==> src/hw/spirp_port.sv <==
// Serial register port: constants package and the four-wire slave engine
`default_nettype none

// ============================================================
// Package
// ============================================================
package spirp_pkg;
  localparam int unsigned WORD_W = 16;
  localparam int unsigned ADDR_W = 10;
  localparam int unsigned CNT_W = 4;
  localparam int unsigned ENABLE_W = 5;
  // Command word fields
  localparam int unsigned ENABLE_MSB = 15;
  localparam int unsigned ENABLE_LSB = 11;
  localparam int unsigned DIR_BIT = 10;
  localparam int unsigned ADDR_MSB = 9;
  localparam int unsigned ADDR_LSB = 0;
  localparam logic [ENABLE_W-1:0] ENABLE_PATTERN = 5'h1c;
  localparam logic DIR_READ = 1'h1;
  // Pointer limits and counters
  localparam logic [ADDR_W-1:0] ADDR_MAX = 10'h3ff;
  localparam logic [ADDR_W-1:0] ADDR_ONE = 10'h001;
  localparam logic [CNT_W-1:0] CNT_LAST = 4'hf;
  localparam logic [CNT_W-1:0] CNT_ONE = 4'h1;
  localparam logic [CNT_W-1:0] CNT_ZERO = 4'h0;
  localparam logic [WORD_W-1:0] WORD_ZERO = 16'h0000;
  localparam logic [ADDR_W-1:0] ADDR_ZERO = 10'h000;
  // Reset levels of synchronised pins
  localparam logic CS_IDLE = 1'h1;
  localparam logic PIN_LOW = 1'h0;

  typedef enum logic [1:0] {
    SPIRP_CMD,
    SPIRP_WRITE,
    SPIRP_READ,
    SPIRP_IGNORE
  } spirp_state_t;
endpackage : spirp_pkg

// ============================================================
// Functional notes
// ============================================================
// Functional notes
// - Each output bit is driven on the falling serial clock edge.
// - Input bits are sampled on the rising serial clock edge.
// - Only enable pattern 11100 in bits 15..11 starts a valid transaction.
// - Command bit 10 high means read, low means write.
// - Command bits 9..0 give the first register address.
// - Write data words follow the command; first goes to the addressed register.
// - Each further written word goes to the next register address.
// - Writes continue until chip select rises or pointer hits maximum; no wrap.
// - Past the maximum address further write data is discarded.
// - Serial clock may idle high or low between transactions.
// - First read bit appears on first falling edge after command.
// - Read data keeps shifting until chip select rises.
// - At maximum address every further read word repeats the last register.
// - Clock and data are honoured only while chip select is low.
module spirp_port
  import spirp_pkg::*;
(
  input wire logic clk_sys_i,
  input wire logic rst_n_i,
  input wire logic spi_cs_n_i,
  input wire logic spi_sclk_i,
  input wire logic spi_sdi_i,
  output logic spi_sdo_o,
  output logic spi_sdo_oe_o,
  output logic reg_wr_o,
  output logic reg_rd_o,
  output logic [ADDR_W-1:0] reg_addr_o,
  output logic [WORD_W-1:0] reg_wdata_o,
  input wire logic [WORD_W-1:0] reg_rdata_i
);

  // ==========================================================
  // Reset release
  // ==========================================================
  logic rst_meta_n;
  logic rst_n;

  always_ff @(posedge clk_sys_i or negedge rst_n_i) begin
    if (!rst_n_i) begin
      rst_meta_n <= 1'b0;
      rst_n <= 1'b0;
    end else begin
      rst_meta_n <= 1'b1;
      rst_n <= rst_meta_n;
    end
  end

  // ==========================================================
  // Pin synchronisers
  // ==========================================================
  logic cs_n_s;
  logic sclk_s;
  logic sdi_s;

  spirp_sync #(.RST_VAL(CS_IDLE)) u_sync_cs (
    .clk_sys_i(clk_sys_i),
    .rst_n_i(rst_n),
    .d_i(spi_cs_n_i),
    .q_o(cs_n_s)
  );

  spirp_sync #(.RST_VAL(PIN_LOW)) u_sync_sclk (
    .clk_sys_i(clk_sys_i),
    .rst_n_i(rst_n),
    .d_i(spi_sclk_i),
    .q_o(sclk_s)
  );

  spirp_sync #(.RST_VAL(PIN_LOW)) u_sync_sdi (
    .clk_sys_i(clk_sys_i),
    .rst_n_i(rst_n),
    .d_i(spi_sdi_i),
    .q_o(sdi_s)
  );

  // ==========================================================
  // Edge detection
  // ==========================================================
  logic sclk_prev;
  wire logic selected = !cs_n_s;
  // Edges only count while selected, so either idle level is harmless
  wire logic sclk_rise = selected && sclk_s && !sclk_prev;
  wire logic sclk_fall = selected && !sclk_s && sclk_prev;

  always_ff @(posedge clk_sys_i or negedge rst_n) begin
    if (!rst_n) begin
      sclk_prev <= PIN_LOW;
    end else begin
      sclk_prev <= sclk_s;
    end
  end

  // ==========================================================
  // Receive shifter and word decode
  // ==========================================================
  spirp_state_t state;
  spirp_state_t next_state;
  logic [WORD_W-1:0] rx_shift;
  logic [CNT_W-1:0] bit_cnt;
  logic [ADDR_W-1:0] addr_ptr;
  logic at_max;
  logic [WORD_W-1:0] tx_shift;
  logic load_pend;

  wire logic [WORD_W-1:0] rx_word = {rx_shift[WORD_W-2:0], sdi_s};
  wire logic word_done = sclk_rise && (bit_cnt == CNT_LAST);
  wire logic [ENABLE_W-1:0] cmd_enable = rx_word[ENABLE_MSB:ENABLE_LSB];
  wire logic cmd_ok = (cmd_enable == ENABLE_PATTERN);
  wire logic cmd_read = (rx_word[DIR_BIT] == DIR_READ);
  wire logic [ADDR_W-1:0] cmd_addr = rx_word[ADDR_MSB:ADDR_LSB];
  wire logic in_cmd = (state == SPIRP_CMD);
  wire logic in_write = (state == SPIRP_WRITE);
  wire logic in_read = (state == SPIRP_READ);
  wire logic ptr_is_max = (addr_ptr == ADDR_MAX);
  wire logic [ADDR_W-1:0] addr_inc = addr_ptr + ADDR_ONE;

  // Register strobes
  wire logic cmd_rd_go = word_done && in_cmd && cmd_ok && cmd_read;
  wire logic burst_rd_go = word_done && in_read;
  wire logic wr_go = word_done && in_write && !at_max;
  wire logic cmd_load = word_done && in_cmd;
  // At the top of the map the pointer holds, so reads repeat the last register
  wire logic [ADDR_W-1:0] burst_rd_addr = ptr_is_max ? addr_ptr : addr_inc;

  always_comb begin
    next_state = state;
    if (word_done && in_cmd) begin
      if (!cmd_ok) begin
        next_state = SPIRP_IGNORE;
      end else if (cmd_read) begin
        next_state = SPIRP_READ;
      end else begin
        next_state = SPIRP_WRITE;
      end
    end
  end

  always_ff @(posedge clk_sys_i or negedge rst_n) begin
    if (!rst_n) begin
      state <= SPIRP_CMD;
    end else if (cs_n_s) begin
      // Deselect ends any transaction and rearms for a command word
      state <= SPIRP_CMD;
    end else if (sclk_rise) begin
      state <= next_state;
    end
  end

  always_ff @(posedge clk_sys_i or negedge rst_n) begin
    if (!rst_n) begin
      bit_cnt <= CNT_ZERO;
      rx_shift <= WORD_ZERO;
    end else if (cs_n_s) begin
      bit_cnt <= CNT_ZERO;
      rx_shift <= WORD_ZERO;
    end else if (sclk_rise) begin
      bit_cnt <= bit_cnt + CNT_ONE;
      rx_shift <= rx_word;
    end
  end

  // ==========================================================
  // Address pointer
  // ==========================================================
  // Top register written: later write words are dropped
  always_ff @(posedge clk_sys_i or negedge rst_n) begin
    if (!rst_n) begin
      at_max <= 1'b0;
    end else if (cs_n_s || cmd_load) begin
      at_max <= 1'b0;
    end else if (wr_go && ptr_is_max) begin
      at_max <= 1'b1;
    end
  end

  always_ff @(posedge clk_sys_i or negedge rst_n) begin
    if (!rst_n) begin
      addr_ptr <= ADDR_ZERO;
    end else if (cmd_load) begin
      addr_ptr <= cmd_addr;
    end else if (wr_go && !ptr_is_max) begin
      // Pointer stops at the top and never wraps
      addr_ptr <= addr_inc;
    end else if (burst_rd_go) begin
      addr_ptr <= burst_rd_addr;
    end
  end

  // ==========================================================
  // Register access strobes
  // ==========================================================
  always_ff @(posedge clk_sys_i or negedge rst_n) begin
    if (!rst_n) begin
      reg_wr_o <= 1'b0;
      reg_rd_o <= 1'b0;
      reg_addr_o <= ADDR_ZERO;
      reg_wdata_o <= WORD_ZERO;
    end else begin
      reg_wr_o <= wr_go;
      reg_rd_o <= cmd_rd_go || burst_rd_go;
      if (wr_go) begin
        reg_addr_o <= addr_ptr;
        reg_wdata_o <= rx_word;
      end else if (cmd_rd_go) begin
        reg_addr_o <= cmd_addr;
      end else if (burst_rd_go) begin
        reg_addr_o <= burst_rd_addr;
      end
    end
  end

  // ==========================================================
  // Transmit shifter
  // ==========================================================
  // Read data returns the cycle after the read strobe
  always_ff @(posedge clk_sys_i or negedge rst_n) begin
    if (!rst_n) begin
      load_pend <= 1'b0;
    end else begin
      load_pend <= reg_rd_o;
    end
  end

  // Load lands before the next fall while sclk half period is at least three clocks
  wire logic tx_step = sclk_fall && in_read && !load_pend;

  always_ff @(posedge clk_sys_i or negedge rst_n) begin
    if (!rst_n) begin
      tx_shift <= WORD_ZERO;
    end else if (cs_n_s) begin
      tx_shift <= WORD_ZERO;
    end else if (load_pend) begin
      tx_shift <= reg_rdata_i;
    end else if (tx_step) begin
      tx_shift <= {tx_shift[WORD_W-2:0], 1'b0};
    end
  end

  always_ff @(posedge clk_sys_i or negedge rst_n) begin
    if (!rst_n) begin
      spi_sdo_o <= 1'b0;
    end else if (cs_n_s) begin
      spi_sdo_o <= 1'b0;
    end else if (tx_step) begin
      spi_sdo_o <= tx_shift[WORD_W-1];
    end
  end

  // Output driven only during a valid read
  assign spi_sdo_oe_o = selected && in_read;

endmodule : spirp_port

`default_nettype wire

==> src/hw/spirp_sync.sv <==
// Two-flop synchroniser for one pin from outside the system clock domain
`default_nettype none

// ============================================================
// Synchroniser
// ============================================================
module spirp_sync #(
  parameter logic RST_VAL = 1'b0
) (
  input wire logic clk_sys_i,
  input wire logic rst_n_i,
  input wire logic d_i,
  output logic q_o
);

  logic meta;

  always_ff @(posedge clk_sys_i or negedge rst_n_i) begin
    if (!rst_n_i) begin
      meta <= RST_VAL;
      q_o <= RST_VAL;
    end else begin
      meta <= d_i;
      q_o <= meta;
    end
  end

endmodule : spirp_sync

`default_nettype wire
==> config.mk <==
export PLATFORM = sky130hd
export DESIGN_NAME = spirp_port
export DESIGN_NICKNAME = d
export VERILOG_FILES = /design/src/hw/spirp_port.sv /design/src/hw/spirp_sync.sv
export SDC_FILE = /design/constraint.sdc
export NUM_CORES = 1
export LEC_CHECK = 0
export BUFFER_PORTS_ARGS = -buffer_cell sky130_fd_sc_hd__buf_2
export CAP_MARGIN = 20
export CORE_MARGIN = 1
export CORE_UTILIZATION = 50
export DETAILED_ROUTE_END_ITERATION = 6
export GPL_TIMING_DRIVEN = 0
export MAX_ROUTING_LAYER = met4
export PLACE_DENSITY = 0.82
export SYNTH_ARGS = -nofsm -noshare
export SYNTH_HDL_FRONTEND = slang
export SYNTH_SLANG_ARGS = --single-unit
==> constraint.sdc <==
create_clock -name clk_sys_i -period 3 [get_ports clk_sys_i]
set_clock_uncertainty 0.15 [all_clocks]
set_input_delay 0.15 -clock clk_sys_i [delete_from_list [all_inputs] [get_ports clk_sys_i]]
set_output_delay 0.15 -clock clk_sys_i [all_outputs]
set_load 0.02 [all_outputs]
# After elaboration in Yosys (flattened, before gate mapping)
# Cells that the tools add are included.
# totals
regBits	87
latchBits	0
mem_bits_rw	0
romBits	0
out_inout_bits	30
wordCells	83
n_memories	0
# classes
add_sub_neg	2
n_mul	0
n_div	0
order_cmp	0
eq_ne	5
n_shift	0
mux	22
n_bitwise	0
n_reduce_logical	33
# ops
op	n
$mux W10	6
$mux W16	3
$mux W15	2
$logic_and A1 B1 Y1	16
$add A10 B1 Y10 const B	1
$eq A10 B10 Y1 const B	1
$mux W2	5
$reduce_bool A3 Y1	3
$mux W4	2
$reduce_bool A2 Y1	4
$logic_not A1 Y1	6
$eq A5 B5 Y1 const B	1
$add A4 B1 Y4 const B	1
$eq A4 B4 Y1 const B	1
$mux W1	4
$eq A2 B1 Y1 const B	1
$eq A2 B2 Y1 const B	1
$logic_not A2 Y1	1
$logic_or A1 B1 Y1	2
$reduce_and A2 Y1	1

# Logic depth before layout (Yosys ltp)
# Gate-level depths: netlist of run 1.
# depth
ltp_word	9
ltp_mapped	8
mapped_depth_nobuf	7

# Hierarchy
# A second synthesis of run 1 with hierarchy kept.
# unflattened
cells_unflattened	390
area_unflattened_um2	4131.5
# by_module_without_submodules
mod	instances	cells_per_inst	area_per_inst_um2
spirp_port	1	384	3978.8
spirp_sync (u_sync_sclk ...)	2	2	50.0
spirp_sync (u_sync_cs)	1	2	52.6

# Worst setup path before layout of run 1
# No wires, ideal clock.
# synth_path
path_type	register -> register
startpoint	register state[0]
endpoint	register tx_shift[12]
setup_time_ns	0.132
arrival_ns	1.773
t_required_ns	2.718
setup_slack_ns	0.945
path_stages_with_launch	8
path_cell_list	dfrtp_1 -> nand2b_1 -> clkbuf_1 -> nor3b_4 -> buf_4 -> mux2_2 -> mux2i_1 -> nor2_1
# synth_between
elab_chain_len	4
# synth_lines
element	line_no	source
start, declared	spirp_port.sv:139	spirp_state_t state;
start signal, assigned	spirp_port.sv:188	state <= next_state;
$eq A2 B2 Y1	spirp_port.sv:156	wire logic in_read = (state == SPIRP_READ);
$logic_and A1 B1 Y1 (2 in a row)	spirp_port.sv:268	wire logic tx_step = sclk_fall && in_read && !load_pend;
$reduce_bool A3 Y1 (no line)	-	
end signal, assigned	spirp_port.sv:276	tx_shift <= reg_rdata_i;
end signal, assigned	spirp_port.sv:278	tx_shift <= {tx_shift[WORD_W-2:0], 1'b0};
end, declared	spirp_port.sv:145	logic [WORD_W-1:0] tx_shift;
# Every way passes these cells.
# A chain may end at the register's enable or synchronous reset.

# Final worst setup path of run 1
# layout_path
startpoint	register state[0]
endpoint	register tx_shift[10]
# The elaborated chain is that of the path after synthesis.

==> key figures, run 1 <==
Timing
  – Period utilisation layout: 0.824
  – Post-layout min period: 2470 ps
  – Final hold vios: 0
  – Slew Viols, Final: 0
  – Fin Setup TNS: 0 ps
  – Hold Slack: 119 ps
  – Unrepaired setup endpoints after global routing: false
  – Fmax: 404 MHz
  – Slew headroom: 0.382
  – Least-Margin Pin Slew: 922 ps
  – Final WS setup: 528 ps
  – Endpoints failing setup: 0

Synth
  – Mean Syn Cell Area: 10.0 um^2
  – Post-synthesis sequential area ratio: 0.531
  – Leading area contributor after synthesis: dfrtp_1
  – Synth unique cells: 54
  – #FFs+latches synth: 87
  – Fraction of registers with async set/reset: 1.00
  – Yosys warnings: 0
  – Synthesized area: 4100 um^2
  – Leading post-synthesis cells by cell area: dfrtp_1, nand2_1, mux2i_1
  – Top cells by count, synth: dfrtp_1, nand2_1, nor2_1
  – Ys flop type: dfrtp_1
  – Gate Count Post-Synth: 409
  – EDFF count, synth: 0
  – Post-synth top area share: 0.518
  – Most common cell in the netlist: dfrtp_1
  – Syn nets: 432

Die
  – Die Area: 8570 um^2
  – CORE AREA: 7850 um^2
  – Initial Util: 0.523
  – Std cell rows: 32
  – IO Pins: 51
  – Die height: 92.6 um
  – Die width: 92.6 um

Clocking
  – Clock Tree Root: clkbuf_8
  – CTS Buf Count: 9
  – CTS tree: done
  – CTS Buffer Depth: 2
  – Resized cells post-CTS: 0
  – Num Clock Sinks: 87
  – H-tree depth: 3
  – Worst-Skew Late Latency: 350 ps
  – Reg clk slew, reported paths: 80 ps

Power and ir drop
  – Total power: 2.08 mW
  – P_leak: 2.31 nW
  – Worst vdd ir: 0.266 mV
  – Pwr Density: 424 nW/um^2

Critical path
  – Reg2reg start: state[0]
  – Worst reg-to-reg path cell count: 7
  – Crit. End Element: flip-flop
  – Crit path kind: reg -> reg
  – CP arrival: 2540 ps
  – Worst Path Max Fanout: 10
  – Reg2reg setup slack: 530 ps
  – Crit path launch type: flip-flop
  – Critical Path RT: 3070 ps
  – RR Endpoint: tx_shift[10]

Placement
  – Place WS: 606 ps
  – Post-detail-place hpwl: 6.77 mm
  – IO Port Bufs: 50
  – # placed instances: 562
  – Final Wtd Congestion: 0.936
  – Area after DPL: 4510 um^2

GRT
  – Largest net degree at the start of global routing: 56
  – Overall Global Routing Usage: 0.268
  – GRT overflow: 0
  – Vias in the first global route: 3410
  – Initial antenna violation count: 0
  – First-pass GRT wire length: 17.1 mm

Final layout
  – Finished Core Util: 0.625
  – Post-Layout Cell Count: 599
  – Share of cells above drive strength 1: 0.203
  – Layout area overhead: 19.6%
  – Ant diodes: 0
  – Fill cell count: 649
  – Final #Nets: 515
  – Fin area: 4910 um^2

Status
  – Status: completed

Worst hold path
  – HP Class: reg -> async

Route
  – Drt wl/cell: 17.0 um
  – Vias per cell: 5.75
  – DRC Markers: 0
  – DR pass1 iterations: 5
  – Via count: 3443
  – Number of routed nets with antenna violations: 0
  – Initial DRC count: 284
  – WL final: 10.2 mm

Job
  – Max Cap Viol: 0
==> sequential cells by signal, summed over array words and instances, names as in the netlist, 2 cells and up <==
signal	count
addr_ptr	10
bit_cnt	4
reg_addr_o	10
reg_wdata_o	16
rx_shift	15
state	2
tx_shift	16
==> where the power goes <==
part / switching [mW] / internal (mW) / total [mW]
Sequential: 0.0177 / 1.18 / 1.20
Clock: 0.416 / 0.386 / 0.801
Combinational: 0.0401 / 0.0413 / 0.0814
==> worst max-delay path by stage <==
stage / depth (start not counted) / endpoint / slack, ps / start
floorplan: 0 / addr_ptr[0] / 250 / rst_n
global placement: 0 / reg_wr_o / -550 / rst_n
detailed placement: 7 / tx_shift[15] / 610 / state[0]
CTS: 7 / tx_shift[15] / 570 / state[0]
global route: 7 / tx_shift[10] / 400 / state[0]
finish: 7 / tx_shift[10] / 530 / state[0]
==> placed cells by master, fill, tap and decap left out, types with 14 or more instances in the layout <==
cell and count:
a21oi_1 16, buf_2 56, dfrtp_1 84, dlygate4sd3_1 21
mux2_2 14, mux2i_1 19, nand2_1 81, nand2b_1 16
nor2_1 35, o21ai_0 26
==> logic make-up after synthesis <==
family / Yosys count / synth area share
other: 1 / 0.000914
AOI/OAI and AO/OA: 83 / 0.141
and+or+nand+nor: 173 / 0.198
buffers and inverters: 25 / 0.0265
DFF: 87 / 0.531
adders and majority gates: 2 / 0.00610
xor gates and xnor gates: 4 / 0.00854
muxes: 34 / 0.0875
==> layout make-up <==
class	count	area, um^2	share of cell area
inverters	5	18.8	0.00383
multi-input cells	297	1810	0.370
flip-flops and latches	87	2180	0.445
plain buffers	20	90.1	0.0184
clock inverters	4	48.8	0.00995
clock buffers	12	135	0.0275
repair buffers	72	488	0.0995
well taps	102	128	0.0260
==> what timing repair did <==
| item | 4_1_cts | 5_1_grt |
|---|---|---|
| buffers inserted | 0 | 0 |
| endpoints found under the hold margin | 21 | 0 |
| hold buffers | 21 | 0 |
==> routing by layer <==
| metal | track usage | share of wire | up-vias |
|---|---|---|---|
| met1 | 0.350 | 0.44 | 1702 |
| li1 | - | - | 1604 |
| met4 | 0.0911 | 0.017 | 0 |
| met2 | 0.423 | 0.49 | 120 |
| met3 | 0.0476 | 0.053 | 17 |
| met5 | - | 0 | - |
==> worst max-delay path, cell delays in order, from the launching register on <==
cell and delay [ps]:
dfrtp_1 450, nand2b_1 180, clkbuf_1 240, nor3b_4 460, buf_4 280, mux2_2 340
mux2i_1 180, nor2_1 70
Note: power is estimated with default switching activity, not from simulation.
==> run 2: changes to the inputs <==
Settings changed: ABC_AREA from default to 1, PLACE_DENSITY 0.82 to 0.85.
Clock period 3 ns to 2.1 ns, I/O delays scaled along.
==> run 2 against run 1 <==
Routed wire length is 4.8% lower. First-iteration DRC count is 4.9% higher. Largest power group unchanged. Worst hold slack better by 42 ps. Core utilization is 0.097 points higher. Via count is 4.9% higher. Critical path depth is 2 higher. Critical endpoint is now addr_ptr[6]. Die area is 2.1% lower. Combinational power is 130% higher. Clock power is 46% higher. Cell count is 11% higher. Critical path type unchanged. Sequential power is 48% higher. Final area is 1.4% lower.
==> key figures, run 2 <==
Worst hold path
  – HP Class: reg -> async

Timing
  – Fin Setup TNS: 0 ps
  – Post-layout min period: 1970 ps
  – Period utilisation layout: 0.938
  – Slew headroom: 0.647
  – Unrepaired setup endpoints after global routing: false
  – Least-Margin Pin Slew: 529 ps
  – Endpoints failing setup: 0
  – Final hold vios: 0
  – Slew Viols, Final: 0
  – Fmax: 508 MHz

Synth
  – Leading post-synthesis cells by cell area: dfrtp_1, nand2_1, nand3_1
  – Gate Count Post-Synth: 472
  – Leading area contributor after synthesis: dfrtp_1
  – Syn nets: 495
  – Post-synthesis sequential area ratio: 0.543
  – Synth unique cells: 34
  – Post-synth top area share: 0.530
  – Synthesized area: 4020 um^2
  – Ys flop type: dfrtp_1
  – Yosys warnings: 0
  – Top cells by count, synth: nand2_1, dfrtp_1, nand3_1
  – EDFF count, synth: 0
  – Mean Syn Cell Area: 8.51 um^2
  – Most common cell in the netlist: nand2_1
  – Fraction of registers with async set/reset: 1.00
  – #FFs+latches synth: 87

Final layout
  – Final #Nets: 579
  – Share of cells above drive strength 1: 0.175
  – Leading registers by flop count: reg_wdata_o (16), tx_shift (16), rx_shift (15)
  – Fin area: 4840 um^2
  – Most common cell after layout, fill and taps aside: nand2_1
  – Layout area overhead: 20.5%
  – Fill cell count: 631
  – Commonest cells after routing, fill and taps aside: nand2_1, dfrtp_1, nand3_1
  – Ant diodes: 0
  – FF/Latch Area: 2180 um^2
  – Footprint of the multi-input gates: 1590 um^2

Power and ir drop
  – Pwr Density: 648 nW/um^2
  – Worst vdd ir: 0.334 mV
  – P_leak: 2.42 nW

Critical path
  – Critical Path RT: 2230 ps
  – Worst reg-to-reg path cell count: 9
  – Slowest CP cell: dfrtp_1
  – Crit path kind: reg -> reg
  – Reg2reg start: addr_ptr[0]
  – Most common cell on crit path: nand2_1
  – CP arrival: 2100 ps
  – Worst Path Max Fanout: 10
  – Max incr delay on CP: 460 ps
  – Reg2reg setup slack: 130 ps
  – CP cell instances: ha_1 -> nand2_1 -> inv_1 -> nand4_1 -> nand2_1 -> a21oi_2 -> buf_2 -> nand2_1 -> o21ai_0
  – Crit path launch type: flip-flop
  – RR Endpoint: addr_ptr[6]
  – Crit. End Element: flip-flop

Route
  – DRC Markers: 0
  – Initial DRC count: 298
  – Drt wl/cell: 14.6 um
  – DR pass1 iterations: 6
  – Via count: 3613
  – WL final: 9.69 mm
  – Number of routed nets with antenna violations: 0
  – Vias per cell: 5.45

Placement
  – Post-detail-place hpwl: 6.55 mm
  – Final Wtd Congestion: 0.882
  – Area after DPL: 4420 um^2
  – IO Port Bufs: 50

Clocking
  – Num Clock Sinks: 87
  – CTS Buf Count: 9
  – Clock Tree Root: clkbuf_8
  – CTS tree: done
  – CTS Buffer Depth: 2
  – Reg clk slew, reported paths: 80 ps
  – H-tree depth: 3
  – Worst-Skew Late Latency: 360 ps

Die
  – Std cell rows: 32
  – Die width: 91.6 um
  – CORE AREA: 7730 um^2
  – Initial Util: 0.520
  – Die Area: 8390 um^2
  – IO Pins: 51
  – Die height: 91.6 um

GRT
  – First-pass GRT wire length: 16.6 mm
  – Overall Global Routing Usage: 0.261
  – Vias in the first global route: 3444
  – Initial antenna violation count: 0
  – GRT overflow: 0
  – Largest net degree at the start of global routing: 46

Job
  – Max Cap Viol: 0

Status
  – Status: completed
[run 2: changes by cell type after synthesis, moves of 10 or more]
cell and delta:
a21oi_1 -10, a31oi_1 +13, inv_1 +35, mux2_2 -14, mux2i_1 -19, nand2_1 +43, nand2b_1 -16, nand3_1 +54
o22ai_1 +11
[run 2: per-stage QoR]
step	setup slack, ps	utilization	hold WS [ps]	power (mW)	instances
6_report	131	0.626	161	3.13	663
5_1_grt	17.0	0.626	214	3.27	663
4_1_cts	99.2	0.625	188	3.15	662
3_5_place_dp	141	0.572	-258	1.96	625
3_3_place_gp	49.6	0.569	-260	1.94	624
2_1_floorplan	387	-	-341	1.90	472
[run 2: worst max path at each step]
stage,from,to,slack (ps),cells after the start
after floorplan,bit_cnt[0],reg_addr_o[7],390,9
final,addr_ptr[0],addr_ptr[6],130,9
after CTS,bit_cnt[0],reg_addr_o[7],100,9
after detailed placement,bit_cnt[0],reg_addr_o[7],140,9
after global routing,bit_cnt[0],reg_addr_o[5],20,7
after global placement,rst_n,addr_ptr[5],50,0
[run 2: cells by family after synthesis]
kind of cell | synth area share
compound gates | 0.101
xor+xnor | 0.00436
fa+ha+maj | 0.00623
buf+inv | 0.0636
flops | 0.543
other cells | 0.000934
simple gates | 0.281
[run 2: metal layers]
metal  global-route usage  part of all wire
met1                0.348              0.43
met2                0.388              0.47
met3               0.0365             0.061
met4                0.142             0.035
met5                    -                 0
[run 2: cell type report]
cell class / instances / area share
plain buffers: 20 / 0.0202
flip-flops and latches: 87 / 0.451
repair buffers: 73 / 0.101
well taps: 102 / 0.0264
inverters: 42 / 0.0326
multi-input cells: 323 / 0.328
clock buffers: 12 / 0.0300
clock inverters: 4 / 0.0111
[run 2: what timing repair did]
item	CTS	global route
endpoints found under the setup margin	0	12
resized for setup	0	2
setup buffers	0	1
endpoints found under the hold margin	21	0
hold buffers	21	0
[run 2: worst max-delay path, delay by kind of cell, from the launching register on]
family	cells	cell delay [ps]
DFF	1	460
buffers and inverters	2	350
and+or+nand+nor	4	430
adders and majority gates	1	250
AOI/OAI and AO/OA	2	250
[run 2: power breakdown]
| part | internal [mW] | switching (mW) | leakage [nW] |
|---|---|---|---|
| logic | 0.0833 | 0.101 | 1.17 |
| clock network | 0.587 | 0.582 | 0.0932 |
| registers | 1.73 | 0.0520 | 1.16 |
| total | 2.40 | 0.735 | 2.42 |
